### config.mk
export PLATFORM = sky130hd
export DESIGN_NAME = sor_reporter
export DESIGN_NICKNAME = d
export VERILOG_FILES = /design/src/pkg/sor_pkg.sv /design/src/sor_cmd_table.sv /design/src/sor_reporter.sv
export SDC_FILE = /design/constraint.sdc
export NUM_CORES = 1
export LEC_CHECK = 0
export ABC_AREA = 0
export ABC_CLOCK_PERIOD_IN_PS = 4650
export BUFFER_PORTS_ARGS = -buffer_cell sky130_fd_sc_hd__buf_2
export CAP_MARGIN = 40
export CORE_MARGIN = 2
export CORE_UTILIZATION = 45
export DETAILED_ROUTE_END_ITERATION = 16
export GPL_TIMING_DRIVEN = 0
export MAX_ROUTING_LAYER = met4
export PLACE_DENSITY_LB_ADDON = 0.15
export SLEW_MARGIN = 25
export SYNTH_ARGS = -nofsm -noshare
export SYNTH_HDL_FRONTEND = slang
export SYNTH_SLANG_ARGS = --single-unit
### constraint.sdc
create_clock -name clk -period 4.65 [get_ports clk]
set_input_delay 0.2325 -clock clk [delete_from_list [all_inputs] [get_ports clk]]
set_output_delay 0.2325 -clock clk [all_outputs]
set_load 0.05 [all_outputs]
### src/pkg/sor_pkg.sv
/*
 * Shared constants and carriers for the supported-opcode reporter:
 * command identity, reporting options, descriptor sizes, sense codes,
 * the table of supported commands and the packed CDB and status layouts.
 * Assumes the command block arrives as twelve bytes, byte 0 first.
 */
package sor_pkg;

    // command identity
    localparam logic [7:0] SOR_OPCODE = 8'ha3;
    localparam logic [4:0] SOR_SVC_ACTION = 5'h0c;

    // reporting options
    localparam logic [2:0] SOR_OPT_ALL = 3'h0;
    localparam logic [2:0] SOR_OPT_ONE = 3'h1;
    localparam logic [2:0] SOR_OPT_PAIR = 3'h2;

    // support field codes of a single-command answer
    localparam logic [2:0] SOR_SUP_NONE = 3'h1;
    localparam logic [2:0] SOR_SUP_STD = 3'h3;

    // response layout
    localparam logic [31:0] SOR_HDR_LEN = 32'h4;
    localparam logic [31:0] SOR_DESC_LEN = 32'h8;
    localparam logic [31:0] SOR_DESC_LEN_TD = 32'h14;
    localparam logic [31:0] SOR_TOUT_LEN = 32'hc;
    localparam logic [7:0] SOR_DESC_SA_HI = 8'h2;
    localparam logic [7:0] SOR_DESC_SA_LO = 8'h3;
    localparam logic [7:0] SOR_DESC_FLAGS = 8'h5;
    localparam logic [7:0] SOR_DESC_CDBLEN = 8'h7;
    localparam logic [7:0] SOR_DESC_TOUT = 8'h8;
    localparam logic [7:0] SOR_TOUT_DLEN_LO = 8'h1;
    localparam logic [7:0] SOR_TOUT_DLEN = 8'h0a;
    localparam logic [7:0] SOR_TOUT_NOM = 8'h4;
    localparam logic [7:0] SOR_TOUT_REC = 8'h8;
    localparam logic [7:0] SOR_TOUT_LAST = 8'hb;
    localparam logic [7:0] SOR_USAGE_FULL = 8'hff;

    // sense data for a rejected field
    localparam logic [3:0] SOR_SK_ILLEGAL = 4'h5;
    localparam logic [7:0] SOR_ASC_INV_FIELD = 8'h24;

    // one supported command
    typedef struct packed {
        logic [7:0] opcode;
        logic [15:0] svc_action;
        logic has_sa;
        logic [7:0] cdb_len;
    } sor_entry_t;

    localparam int SOR_NUM_CMDS = 9;
    localparam sor_entry_t SOR_CMD_TABLE [SOR_NUM_CMDS] = '{
        '{8'h00, 16'h0000, 1'b0, 8'h06},
        '{8'h03, 16'h0000, 1'b0, 8'h06},
        '{8'h12, 16'h0000, 1'b0, 8'h06},
        '{8'h28, 16'h0000, 1'b0, 8'h0a},
        '{8'h2a, 16'h0000, 1'b0, 8'h0a},
        '{8'ha0, 16'h0000, 1'b0, 8'h0c},
        '{8'ha3, 16'h0005, 1'b1, 8'h0c},
        '{8'ha3, 16'h000c, 1'b1, 8'h0c},
        '{8'h9e, 16'h0010, 1'b1, 8'h10}
    };

    // command block, byte 0 in the top bits
    typedef struct packed {
        logic [7:0] opcode;
        logic [2:0] rsvd1;
        logic [4:0] svc_action;
        logic return_timeouts_request;
        logic [3:0] rsvd2;
        logic [2:0] option;
        logic [7:0] req_op;
        logic [15:0] req_sa;
        logic [31:0] alloc_len;
        logic [7:0] rsvd10;
        logic [7:0] control;
    } sor_cdb_t;

    // completion status
    typedef struct packed {
        logic check_cond;
        logic [3:0] sense_key;
        logic [7:0] add_sense;
    } sor_status_t;

    typedef enum {SOR_IDLE, SOR_CHECK, SOR_SEND, SOR_FINISH} sor_state_t;

endpackage

### src/sor_cmd_table.sv
/*
 * Supported-command table: returns the entry at an index for the list walk
 * and searches by operation code, or by code and service action.
 * Assumes the inputs are held stable by the caller while the answer is used.
 */
module sor_cmd_table
    import sor_pkg::*;
#(
    parameter int IDX_W = 4
) (
    input wire logic [IDX_W-1:0] idx,
    input wire logic [7:0] req_op,
    input wire logic [15:0] req_sa,
    input wire logic use_sa,
    output sor_entry_t idx_entry,
    output logic hit,
    output sor_entry_t hit_entry,
    output logic op_known,
    output logic op_has_sa
);

    // entry for the list walk, zero past the end
    assign idx_entry = (int'(idx) < SOR_NUM_CMDS) ? SOR_CMD_TABLE[idx] : '0;

    // search by code, and by code plus service action when asked
    always_comb begin
        hit = 1'b0;
        hit_entry = '0;
        op_known = 1'b0;
        op_has_sa = 1'b0;
        for (int i = 0; i < SOR_NUM_CMDS; i++) begin
            if (SOR_CMD_TABLE[i].opcode == req_op) begin
                op_known = 1'b1;
                op_has_sa = SOR_CMD_TABLE[i].has_sa;
                if (use_sa ? (SOR_CMD_TABLE[i].has_sa && SOR_CMD_TABLE[i].svc_action == req_sa)
                           : !SOR_CMD_TABLE[i].has_sa) begin
                    hit = 1'b1;
                    hit_entry = SOR_CMD_TABLE[i];
                end
            end
        end
    end

endmodule

### src/sor_reporter.sv
/*
 * Target-side handler for the report-supported-operation-codes command:
 * decodes the CDB, rejects bad field combinations, and streams the
 * truncated response one byte per handshake.
 * Assumes the CDB is valid in the cycle cdb_valid is high and that the
 * consumer of data_byte obeys data_valid/data_ready.
 */
// What this block does
// - act only on A3h with service action 0Ch
// - timeouts descriptors only when requested
// - option 000b lists all commands
// - option 001b reports one opcode, ignores SA
// - option 001b on SA opcode is rejected
// - option 010b reports opcode and SA pair
// - option 010b on non-SA opcode is rejected
// - truncate to allocation length without error
// - four-byte header holds length minus four
// - one descriptor per supported command
// - opcode byte 0, SA bytes 2-3, timeouts 8-19
// - SA field zero without service actions
// - byte 5 bit 1 flags timeouts present
// - bytes 6-7 carry the CDB length
// - support field 001b unsupported, 011b standard
// - timeouts descriptor starts with length 0Ah
module sor_reporter
    import sor_pkg::*;
#(
    parameter logic [31:0] NOMINAL_TIMEOUT = 32'h0,
    parameter logic [31:0] RECOMMENDED_TIMEOUT = 32'h0,
    parameter int IDX_W = 4
) (
    input wire logic clk,
    input wire logic rst,
    input wire logic ce,
    input wire logic cdb_valid,
    input wire sor_cdb_t cdb,
    input wire logic data_ready,
    output logic busy,
    output logic data_valid,
    output logic [7:0] data_byte,
    output logic data_last,
    output logic done,
    output sor_status_t status
);

    sor_state_t state;
    sor_cdb_t req;
    logic [31:0] pos;
    logic [31:0] limit;
    logic [IDX_W-1:0] desc_idx;
    logic [7:0] desc_off;
    logic err;

    sor_entry_t idx_entry;
    sor_entry_t hit_entry;
    logic hit;
    logic op_known;
    logic op_has_sa;

    // timeouts descriptor byte k
    function automatic logic [7:0] tout_byte(input logic [7:0] k);
        int sh;
        sh = 0;
        if (k == SOR_TOUT_DLEN_LO)
            return SOR_TOUT_DLEN;
        if (k >= SOR_TOUT_NOM && k < SOR_TOUT_REC) begin
            sh = (int'(SOR_TOUT_REC) - 1 - int'(k)) * 8;
            return 8'(NOMINAL_TIMEOUT >> sh);
        end
        if (k >= SOR_TOUT_REC && k <= SOR_TOUT_LAST) begin
            sh = (int'(SOR_TOUT_LAST) - int'(k)) * 8;
            return 8'(RECOMMENDED_TIMEOUT >> sh);
        end
        return 8'h00;
    endfunction

    // command descriptor byte at offset off
    function automatic logic [7:0] desc_byte(input sor_entry_t e, input logic [7:0] off, input logic td);
        case (off)
            8'h0: return e.opcode;
            SOR_DESC_SA_HI: return e.has_sa ? e.svc_action[15:8] : 8'h00;
            SOR_DESC_SA_LO: return e.has_sa ? e.svc_action[7:0] : 8'h00;
            SOR_DESC_FLAGS: return {6'h00, td, e.has_sa};
            SOR_DESC_CDBLEN: return e.cdb_len;
            default: return (td && off >= SOR_DESC_TOUT) ? tout_byte(8'(off - SOR_DESC_TOUT)) : 8'h00;
        endcase
    endfunction

    sor_cmd_table #(.IDX_W(IDX_W)) u_table (
        .idx(desc_idx),
        .req_op(req.req_op),
        .req_sa(req.req_sa),
        .use_sa(req.option == SOR_OPT_PAIR),
        .idx_entry(idx_entry),
        .hit(hit),
        .hit_entry(hit_entry),
        .op_known(op_known),
        .op_has_sa(op_has_sa)
    );

    // request decode and checks
    wire cmd_match = cdb.opcode == SOR_OPCODE && cdb.svc_action == SOR_SVC_ACTION;
    wire accept = ce && state == SOR_IDLE && cdb_valid && cmd_match;
    wire want_tout = req.return_timeouts_request;
    wire all_mode = req.option == SOR_OPT_ALL;
    wire bad_opt = req.option > SOR_OPT_PAIR;
    wire bad_one = req.option == SOR_OPT_ONE && op_known && op_has_sa;
    wire bad_pair = req.option == SOR_OPT_PAIR && op_known && !op_has_sa;
    wire check_fail = bad_opt || bad_one || bad_pair;

    // response lengths; single-command answers use the table hit
    wire one_td = want_tout && hit;
    wire [31:0] desc_len = want_tout ? SOR_DESC_LEN_TD : SOR_DESC_LEN;
    wire [31:0] total_all = SOR_HDR_LEN + 32'(SOR_NUM_CMDS) * desc_len;
    wire [31:0] total_one = hit ? SOR_HDR_LEN + 32'(hit_entry.cdb_len) + (one_td ? SOR_TOUT_LEN : 32'h0)
                                : SOR_HDR_LEN;
    wire [31:0] total = all_mode ? total_all : total_one;
    wire [31:0] next_limit = (total < req.alloc_len) ? total : req.alloc_len;
    wire [31:0] data_len = total - SOR_HDR_LEN;

    // byte at the current position
    wire [31:0] usage_pos = pos - SOR_HDR_LEN;
    wire [31:0] tout_pos = usage_pos - 32'(hit_entry.cdb_len);
    wire [7:0] hdr_byte = 8'(data_len >> ((SOR_HDR_LEN - 32'h1 - pos) * 32'h8));
    wire [7:0] usage_byte = (usage_pos == 32'h0) ? hit_entry.opcode :
                            (usage_pos == 32'h1 && hit_entry.has_sa) ? {3'h7, hit_entry.svc_action[4:0]} :
                            SOR_USAGE_FULL;
    wire [7:0] one_byte = (pos == 32'h1) ? {one_td, 4'h0, hit ? SOR_SUP_STD : SOR_SUP_NONE} :
                          (pos == 32'h3) ? (hit ? hit_entry.cdb_len : 8'h00) :
                          (pos < SOR_HDR_LEN) ? 8'h00 :
                          (usage_pos < 32'(hit_entry.cdb_len)) ? usage_byte :
                          tout_byte(tout_pos[7:0]);
    wire [7:0] cur_byte = !all_mode ? one_byte :
                          (pos < SOR_HDR_LEN) ? hdr_byte : desc_byte(idx_entry, desc_off, want_tout);

    // output handshake
    wire slot_free = !data_valid || data_ready;
    wire load = ce && state == SOR_SEND && slot_free;
    wire is_last = pos == limit - 32'h1;
    wire desc_end = 32'(desc_off) == desc_len - 32'h1;

    // control state machine
    always_ff @(posedge clk or posedge rst) begin
        if (rst) begin
            state <= SOR_IDLE;
            req <= '0;
            err <= 1'b0;
            limit <= 32'h0;
        end else if (ce) begin
            case (state)
                SOR_IDLE: if (accept) begin
                    req <= cdb;
                    state <= SOR_CHECK;
                end
                SOR_CHECK: begin
                    err <= check_fail;
                    limit <= next_limit;
                    state <= (check_fail || next_limit == 32'h0) ? SOR_FINISH : SOR_SEND;
                end
                SOR_SEND: if (load && is_last) state <= SOR_FINISH;
                SOR_FINISH: if (!data_valid) state <= SOR_IDLE;
                default: state <= SOR_IDLE;
            endcase
        end
    end

    // position and descriptor walk
    always_ff @(posedge clk or posedge rst) begin
        if (rst) begin
            pos <= 32'h0;
            desc_idx <= '0;
            desc_off <= 8'h0;
        end else if (ce) begin
            if (state == SOR_CHECK) begin
                pos <= 32'h0;
                desc_idx <= '0;
                desc_off <= 8'h0;
            end else if (load) begin
                pos <= pos + 32'h1;
                if (pos >= SOR_HDR_LEN) begin
                    desc_off <= desc_end ? 8'h0 : desc_off + 8'h1;
                    if (desc_end) desc_idx <= desc_idx + 1'b1;
                end
            end
        end
    end

    // data byte register
    always_ff @(posedge clk or posedge rst) begin
        if (rst) begin
            data_valid <= 1'b0;
            data_byte <= 8'h00;
            data_last <= 1'b0;
        end else if (ce) begin
            if (load) begin
                data_valid <= 1'b1;
                data_byte <= cur_byte;
                data_last <= is_last;
            end else if (data_ready) begin
                data_valid <= 1'b0;
                data_last <= 1'b0;
            end
        end
    end

    // completion and sense report; truncation never raises an error
    always_ff @(posedge clk or posedge rst) begin
        if (rst) begin
            busy <= 1'b0;
            done <= 1'b0;
            status <= '0;
        end else if (ce) begin
            done <= 1'b0;
            if (accept) busy <= 1'b1;
            if (state == SOR_FINISH && !data_valid) begin
                busy <= 1'b0;
                done <= 1'b1;
                status <= err ? '{1'b1, SOR_SK_ILLEGAL, SOR_ASC_INV_FIELD} : '0;
            end
        end
    end

    chk_cmd_ignore: assert property (@(posedge clk) disable iff (rst)
        (ce && state == SOR_IDLE && cdb_valid && !cmd_match) |=> state == SOR_IDLE)
        else $error("foreign command was taken");
    chk_reserved_opt: assert property (@(posedge clk) disable iff (rst)
        (accept && cdb.option > SOR_OPT_PAIR) |-> ##[2:8] (done && status.check_cond))
        else $error("reserved option not rejected");
    chk_one_sa_reject: assert property (@(posedge clk) disable iff (rst)
        (ce && state == SOR_CHECK && bad_one) |-> ##[1:6] (done && status.sense_key == SOR_SK_ILLEGAL))
        else $error("option one on service action code not rejected");
    chk_pair_reject: assert property (@(posedge clk) disable iff (rst)
        (ce && state == SOR_CHECK && bad_pair) |-> ##[1:6] (done && status.add_sense == SOR_ASC_INV_FIELD))
        else $error("option two on plain code not rejected");
    chk_trunc_limit: assert property (@(posedge clk) disable iff (rst)
        (load && is_last) |-> (pos < req.alloc_len && pos < total))
        else $error("byte sent past allocation length");
    chk_hdr_length: assert property (@(posedge clk) disable iff (rst)
        (load && all_mode && pos == 32'h3) |=> data_byte == $past(data_len[7:0]))
        else $error("header length byte wrong");
    chk_flags_byte: assert property (@(posedge clk) disable iff (rst)
        (load && all_mode && pos >= SOR_HDR_LEN && desc_off == SOR_DESC_FLAGS)
        |=> data_byte == {6'h00, $past(want_tout), $past(idx_entry.has_sa)})
        else $error("descriptor flag byte wrong");
    chk_sa_zero: assert property (@(posedge clk) disable iff (rst)
        (load && all_mode && pos >= SOR_HDR_LEN && !idx_entry.has_sa &&
         (desc_off == SOR_DESC_SA_HI || desc_off == SOR_DESC_SA_LO)) |=> data_byte == 8'h00)
        else $error("service action not zero");
    chk_tout_len: assert property (@(posedge clk) disable iff (rst)
        (load && all_mode && pos >= SOR_HDR_LEN && want_tout && desc_off == SOR_DESC_TOUT + SOR_TOUT_DLEN_LO)
        |=> data_byte == SOR_TOUT_DLEN)
        else $error("timeouts length byte wrong");
    chk_no_tout: assert property (@(posedge clk) disable iff (rst)
        (state == SOR_SEND && all_mode && !want_tout) |-> total == SOR_HDR_LEN + 32'(SOR_NUM_CMDS) * SOR_DESC_LEN)
        else $error("timeouts present without request");

endmodule

==> flow_results.xml <==
<?xml version="1.0" encoding="UTF-8"?>
<metrics>
  <group name="clock_tree">
    <metric name="cts_tree" unit="">built</metric>
    <metric name="htree_num_levels" unit="">4</metric>
    <metric name="cts.reportedPaths.clkPinSlew" unit="ns">0.08</metric>
    <metric name="clk_path_buf_depth" unit="">2</metric>
    <metric name="clock_insertion_delay_worst_skew" unit="ns">0.45</metric>
    <metric name="ctsRootBufferMaster" unit="">clkbuf_16</metric>
    <metric name="clock_sink_count" unit="">152</metric>
    <metric name="cts_buffers" unit="">17</metric>
  </group>
  <group name="setup_path">
    <metric name="critical_path.reg2reg.endpoint" unit="">state[0]$_DFFE_PP0P_</metric>
    <metric name="worst-r2r-setup-slack" unit="ns">0.007</metric>
    <metric name="setup.worst_path.class" unit="">register to register</metric>
    <metric name="crit_chain" unit="">or4_4, or2_4, or2_4, nand3_4, nand2_4, inv_2, ha_4, ha_4, fa_1, a21o_1, ha_1, o21a_1, o31ai_4, a2111oi_4, a31oi_1, o21a_1, a222oi_1, nand3_1</metric>
    <metric name="critical_path_required" unit="ns">4.97</metric>
    <metric name="timing.critical_path.fanout_max" unit="">5</metric>
    <metric name="crit_path_top_delay_cell" unit="">or4_4</metric>
    <metric name="crit_path_end_kind" unit="">register</metric>
    <metric name="worst_path_largest_cell_delay" unit="ns">0.57</metric>
    <metric name="kind_of_launch_point_of_the_worst_setup_path" unit="">register</metric>
    <metric name="r2r_cell_count" unit="">18</metric>
    <metric name="timing.critical_path.arrival" unit="ns">4.96</metric>
    <metric name="worst_r2r_startpoint" unit="">req[70]$_DFFE_PP0P_</metric>
  </group>
  <group name="logic_synthesis">
    <metric name="synth.yosys.seq_area_share" unit="%">36.8</metric>
    <metric name="syn_area" unit="sq mm">0.0103</metric>
    <metric name="total_number_of_yosys_warnings" unit="">0</metric>
    <metric name="synth_top_flop_cell" unit="">dfrtp_1</metric>
    <metric name="synth_enable_flop_cells" unit="">0</metric>
    <metric name="yosys_reg_bits" unit="">152</metric>
    <metric name="synth_cells" unit="">1127</metric>
    <metric name="avgSynthCellArea" unit="sq um">9.17</metric>
    <metric name="synthArstFlopShare" unit="%">100</metric>
    <metric name="synth_cell_types" unit="">88</metric>
  </group>
  <group name="timing">
    <metric name="fin_worst_skew" unit="ns">0.0152</metric>
    <metric name="final-setup-viol-count" unit="">0</metric>
    <metric name="fin_setup_tns" unit="ns">0</metric>
    <metric name="worstMarginPinSlew" unit="ns">0.820</metric>
    <metric name="timing.slew.headroom" unit="%">45.0</metric>
    <metric name="finalCriticalPeriod" unit="ns">4.64</metric>
    <metric name="rsz_0062_raised_after_global_routing" unit="">yes</metric>
    <metric name="fmax" unit="GHz">0.215</metric>
    <metric name="timing_max_transition_violations_final" unit="">0</metric>
    <metric name="fin_crit_sh" unit="%">99.8</metric>
    <metric name="final_hold_viol_count" unit="">0</metric>
  </group>
  <group name="worst_hold_path">
    <metric name="start_point_of_the_worst_hold_path" unit="">cdb[69]</metric>
    <metric name="min-delay-path-class" unit="">primary input to register</metric>
    <metric name="min_delay_path_depth" unit="">2</metric>
    <metric name="holdPathEnd" unit="">req[69]$_DFFE_PP0P_</metric>
  </group>
  <group name="detailed_routing">
    <metric name="drt_first_pass_iters" unit="">5</metric>
    <metric name="antenna_left" unit="">0</metric>
    <metric name="first_drt_iteration_drcs" unit="">716</metric>
    <metric name="drt-wirelength-per-cell" unit="um">17.8</metric>
    <metric name="drt_drc_violations_left" unit="">0</metric>
    <metric name="route.vias.total" unit="">9063</metric>
    <metric name="routed_via_density" unit="">5.75</metric>
    <metric name="wl" unit="mm">28.1</metric>
  </group>
  <group name="placement">
    <metric name="place_area" unit="sq mm">0.0112</metric>
    <metric name="globalplace.congestion" unit="">0.897</metric>
    <metric name="port_buffers" unit="">93</metric>
    <metric name="post-dp-hpwl" unit="mm">20.9</metric>
  </group>
  <group name="floorplanning">
    <metric name="floorplan.initialDensity" unit="%">45.8</metric>
    <metric name="dieArea" unit="sq mm">0.0242</metric>
    <metric name="die-height" unit="um">156</metric>
    <metric name="placeable_core_region" unit="sq mm">0.0226</metric>
    <metric name="core.rowCount" unit="">55</metric>
    <metric name="io_pins" unit="">126</metric>
    <metric name="fp.dieW" unit="um">156</metric>
  </group>
  <group name="finish">
    <metric name="drive_gt1_share" unit="%">21.4</metric>
    <metric name="antenna_cells_inserted" unit="">0</metric>
    <metric name="leading_cell_type_in_the_layout_fill_and_taps_excluded" unit="">dfrtp_1</metric>
    <metric name="fin_area" unit="sq mm">0.0122</metric>
    <metric name="nNetsFinal" unit="">1422</metric>
    <metric name="syn2layout_area_growth" unit="%">18.5</metric>
    <metric name="num-fill-cells" unit="">2137</metric>
    <metric name="commonest_cells_after_routing_fill_and_taps_aside" unit="">152 x dfrtp_1, 95 x buf_2, 87 x nor2_1, 81 x nand2_1, 63 x mux2_2</metric>
  </group>
  <group name="power_and_ir_drop">
    <metric name="p_leak" unit="nW">5.79</metric>
    <metric name="powerDensity" unit="mW/mm^2">394</metric>
    <metric name="vdd.ir_drop.worst" unit="uV">252</metric>
  </group>
  <group name="global_routing">
    <metric name="grt_start_max_net_pins" unit="">58</metric>
    <metric name="global_route.usage.total" unit="%">24.6</metric>
    <metric name="first_global_vias" unit="">8821</metric>
    <metric name="grt_total_ovfl" unit="">0</metric>
    <metric name="grt_antenna_before_repair" unit="">0</metric>
    <metric name="grt_first_pass_wirelength" unit="mm">46.0</metric>
  </group>
  <group name="status">
    <metric name="outcome" unit="">completed</metric>
  </group>
  <group name="flow_run">
    <metric name="maxCapViolCount" unit="">0</metric>
  </group>
</metrics>
## worst max path at each step
stage	cells after the start	to	slack [ns]	startpoint
4_1_cts	18	state[0]$_DFFE_PP0P_	0.02	req[70]$_DFFE_PP0P_
5_1_grt	18	state[0]$_DFFE_PP0P_	-0.16	req[70]$_DFFE_PP0P_
3_3_place_gp	2	req[31]$_DFFE_PP0P_	-1.71	rst
3_5_place_dp	17	limit[5]$_DFFE_PP0P_	-0.94	req[74]$_DFFE_PP0P_
2_1_floorplan	18	state[0]$_DFFE_PP0P_	0.09	req[67]$_DFFE_PP0P_
6_report	18	state[0]$_DFFE_PP0P_	0.007	req[70]$_DFFE_PP0P_
## report_power, final
part / switching [mW] / total [mW] / internal [mW]
registers: 0.0959 / 1.52 / 1.42
logic: 1.21 / 1.88 / 0.675
clock network: 0.688 / 1.42 / 0.732
total: 1.99 / 4.82 / 2.83
## Yosys cell counts (11+ instances only)
| library cell | count | area (sq um) |
|---|---|---|
| a21oi_1 | 33 | 165 |
| nand3b_1 | 12 | 90.1 |
| xor2_1 | 44 | 385 |
| inv_1 | 51 | 191 |
| buf_4 | 15 | 113 |
| or4_1 | 11 | 82.6 |
| nor3_1 | 40 | 200 |
| ha_1 | 40 | 500 |
| and3_1 | 13 | 81.3 |
| nor2_1 | 87 | 327 |
| clkbuf_1 | 48 | 180 |
| a31oi_1 | 13 | 81.3 |
| nand3_1 | 37 | 185 |
| xnor2_1 | 34 | 298 |
| nand2b_1 | 16 | 100 |
| nand4_1 | 27 | 169 |
| nand2_1 | 82 | 308 |
| mux2_2 | 63 | 709 |
| and2_1 | 29 | 181 |
| nor4_1 | 30 | 188 |
| or3_1 | 19 | 119 |
| o21ai_0 | 48 | 240 |
| dfrtp_1 | 152 | 3800 |
| o31ai_1 | 11 | 82.6 |
## stage by stage
step | power (mW) | std cells | utilization, % | worst slack (ns) | hold slack (ns)
finish | 4.82 | 1577 | 54.2 | 0.00712 | 0.00793
global route | 5.11 | 1577 | 54.2 | -0.157 | 0.00561
CTS | 4.83 | 1567 | 53.6 | 0.0162 | 0.000265
detailed placement | 3.37 | 1514 | 49.8 | -0.943 | 0.261
global placement | 3.35 | 1512 | 49.5 | -1.71 | 0.465
floorplan | 2.87 | 1134 | - | 0.0854 | 0.383
## worst max-delay path, delay by kind of cell (launching register included)
kind / cells / cell delay (ns)
simple gates: 6 / 1.39
fa+ha+maj: 4 / 1.10
buf+inv: 1 / 0.09
flops: 1 / 0.44
compound gates: 7 / 1.48
## sequential cells by signal (all words and copies together) (netlist names)
| signal | flops |
|---|---|
| err | 1 |
| status | 1 |
| desc_off | 8 |
| state | 2 |
| req | 59 |
| want_tout | 1 |
| desc_idx | 4 |
| data_valid | 1 |
| pos | 32 |
| data_byte | 8 |
| limit | 32 |
| data_last | 1 |
| done | 1 |
| busy | 1 |
## cells by family after synthesis
| family | after synthesis | share of synthesized area [%] |
|---|---|---|
| other cells | 1 | 0.0363 |
| fa+ha+maj | 42 | 5.23 |
| flops | 152 | 36.8 |
| xor+xnor | 78 | 6.61 |
| simple gates | 469 | 25.7 |
| mux | 72 | 7.74 |
| buf+inv | 127 | 5.79 |
| compound gates | 186 | 12.1 |
## metal layers
metal | up-vias | global-route usage (%) | wire length (um)
met5 | - | - | 0
met4 | 0 | 8.52 | 713
met3 | 48 | 4.37 | 1400
met2 | 274 | 39.7 | 13400
met1 | 4383 | 31.3 | 12600
li1 | 4358 | - | -
## final cells by class
type	instances	area (sq um)	area share [%]
Buffer	76	410	3.35
Clock buffer	18	439	3.59
Clock inverter	14	146	1.20
Inverter	51	199	1.63
Multi-Input combinational cell	855	6100	49.9
Sequential cell	152	3800	31.1
Tap cell	285	357	2.91
Timing Repair Buffer	126	782	6.39
## repair_timing
item / in CTS / in global routing
endpoints found under the setup margin: 9 / 9
hold endpoints to repair: 60 / 0
hold buffers: 14 / 0
gates cloned: 1 / 0
setup buffers: 6 / 9
resized for setup: 17 / 12
pin swaps: 7 / 13
No activity file was read; power rests on OpenSTA's default activity.
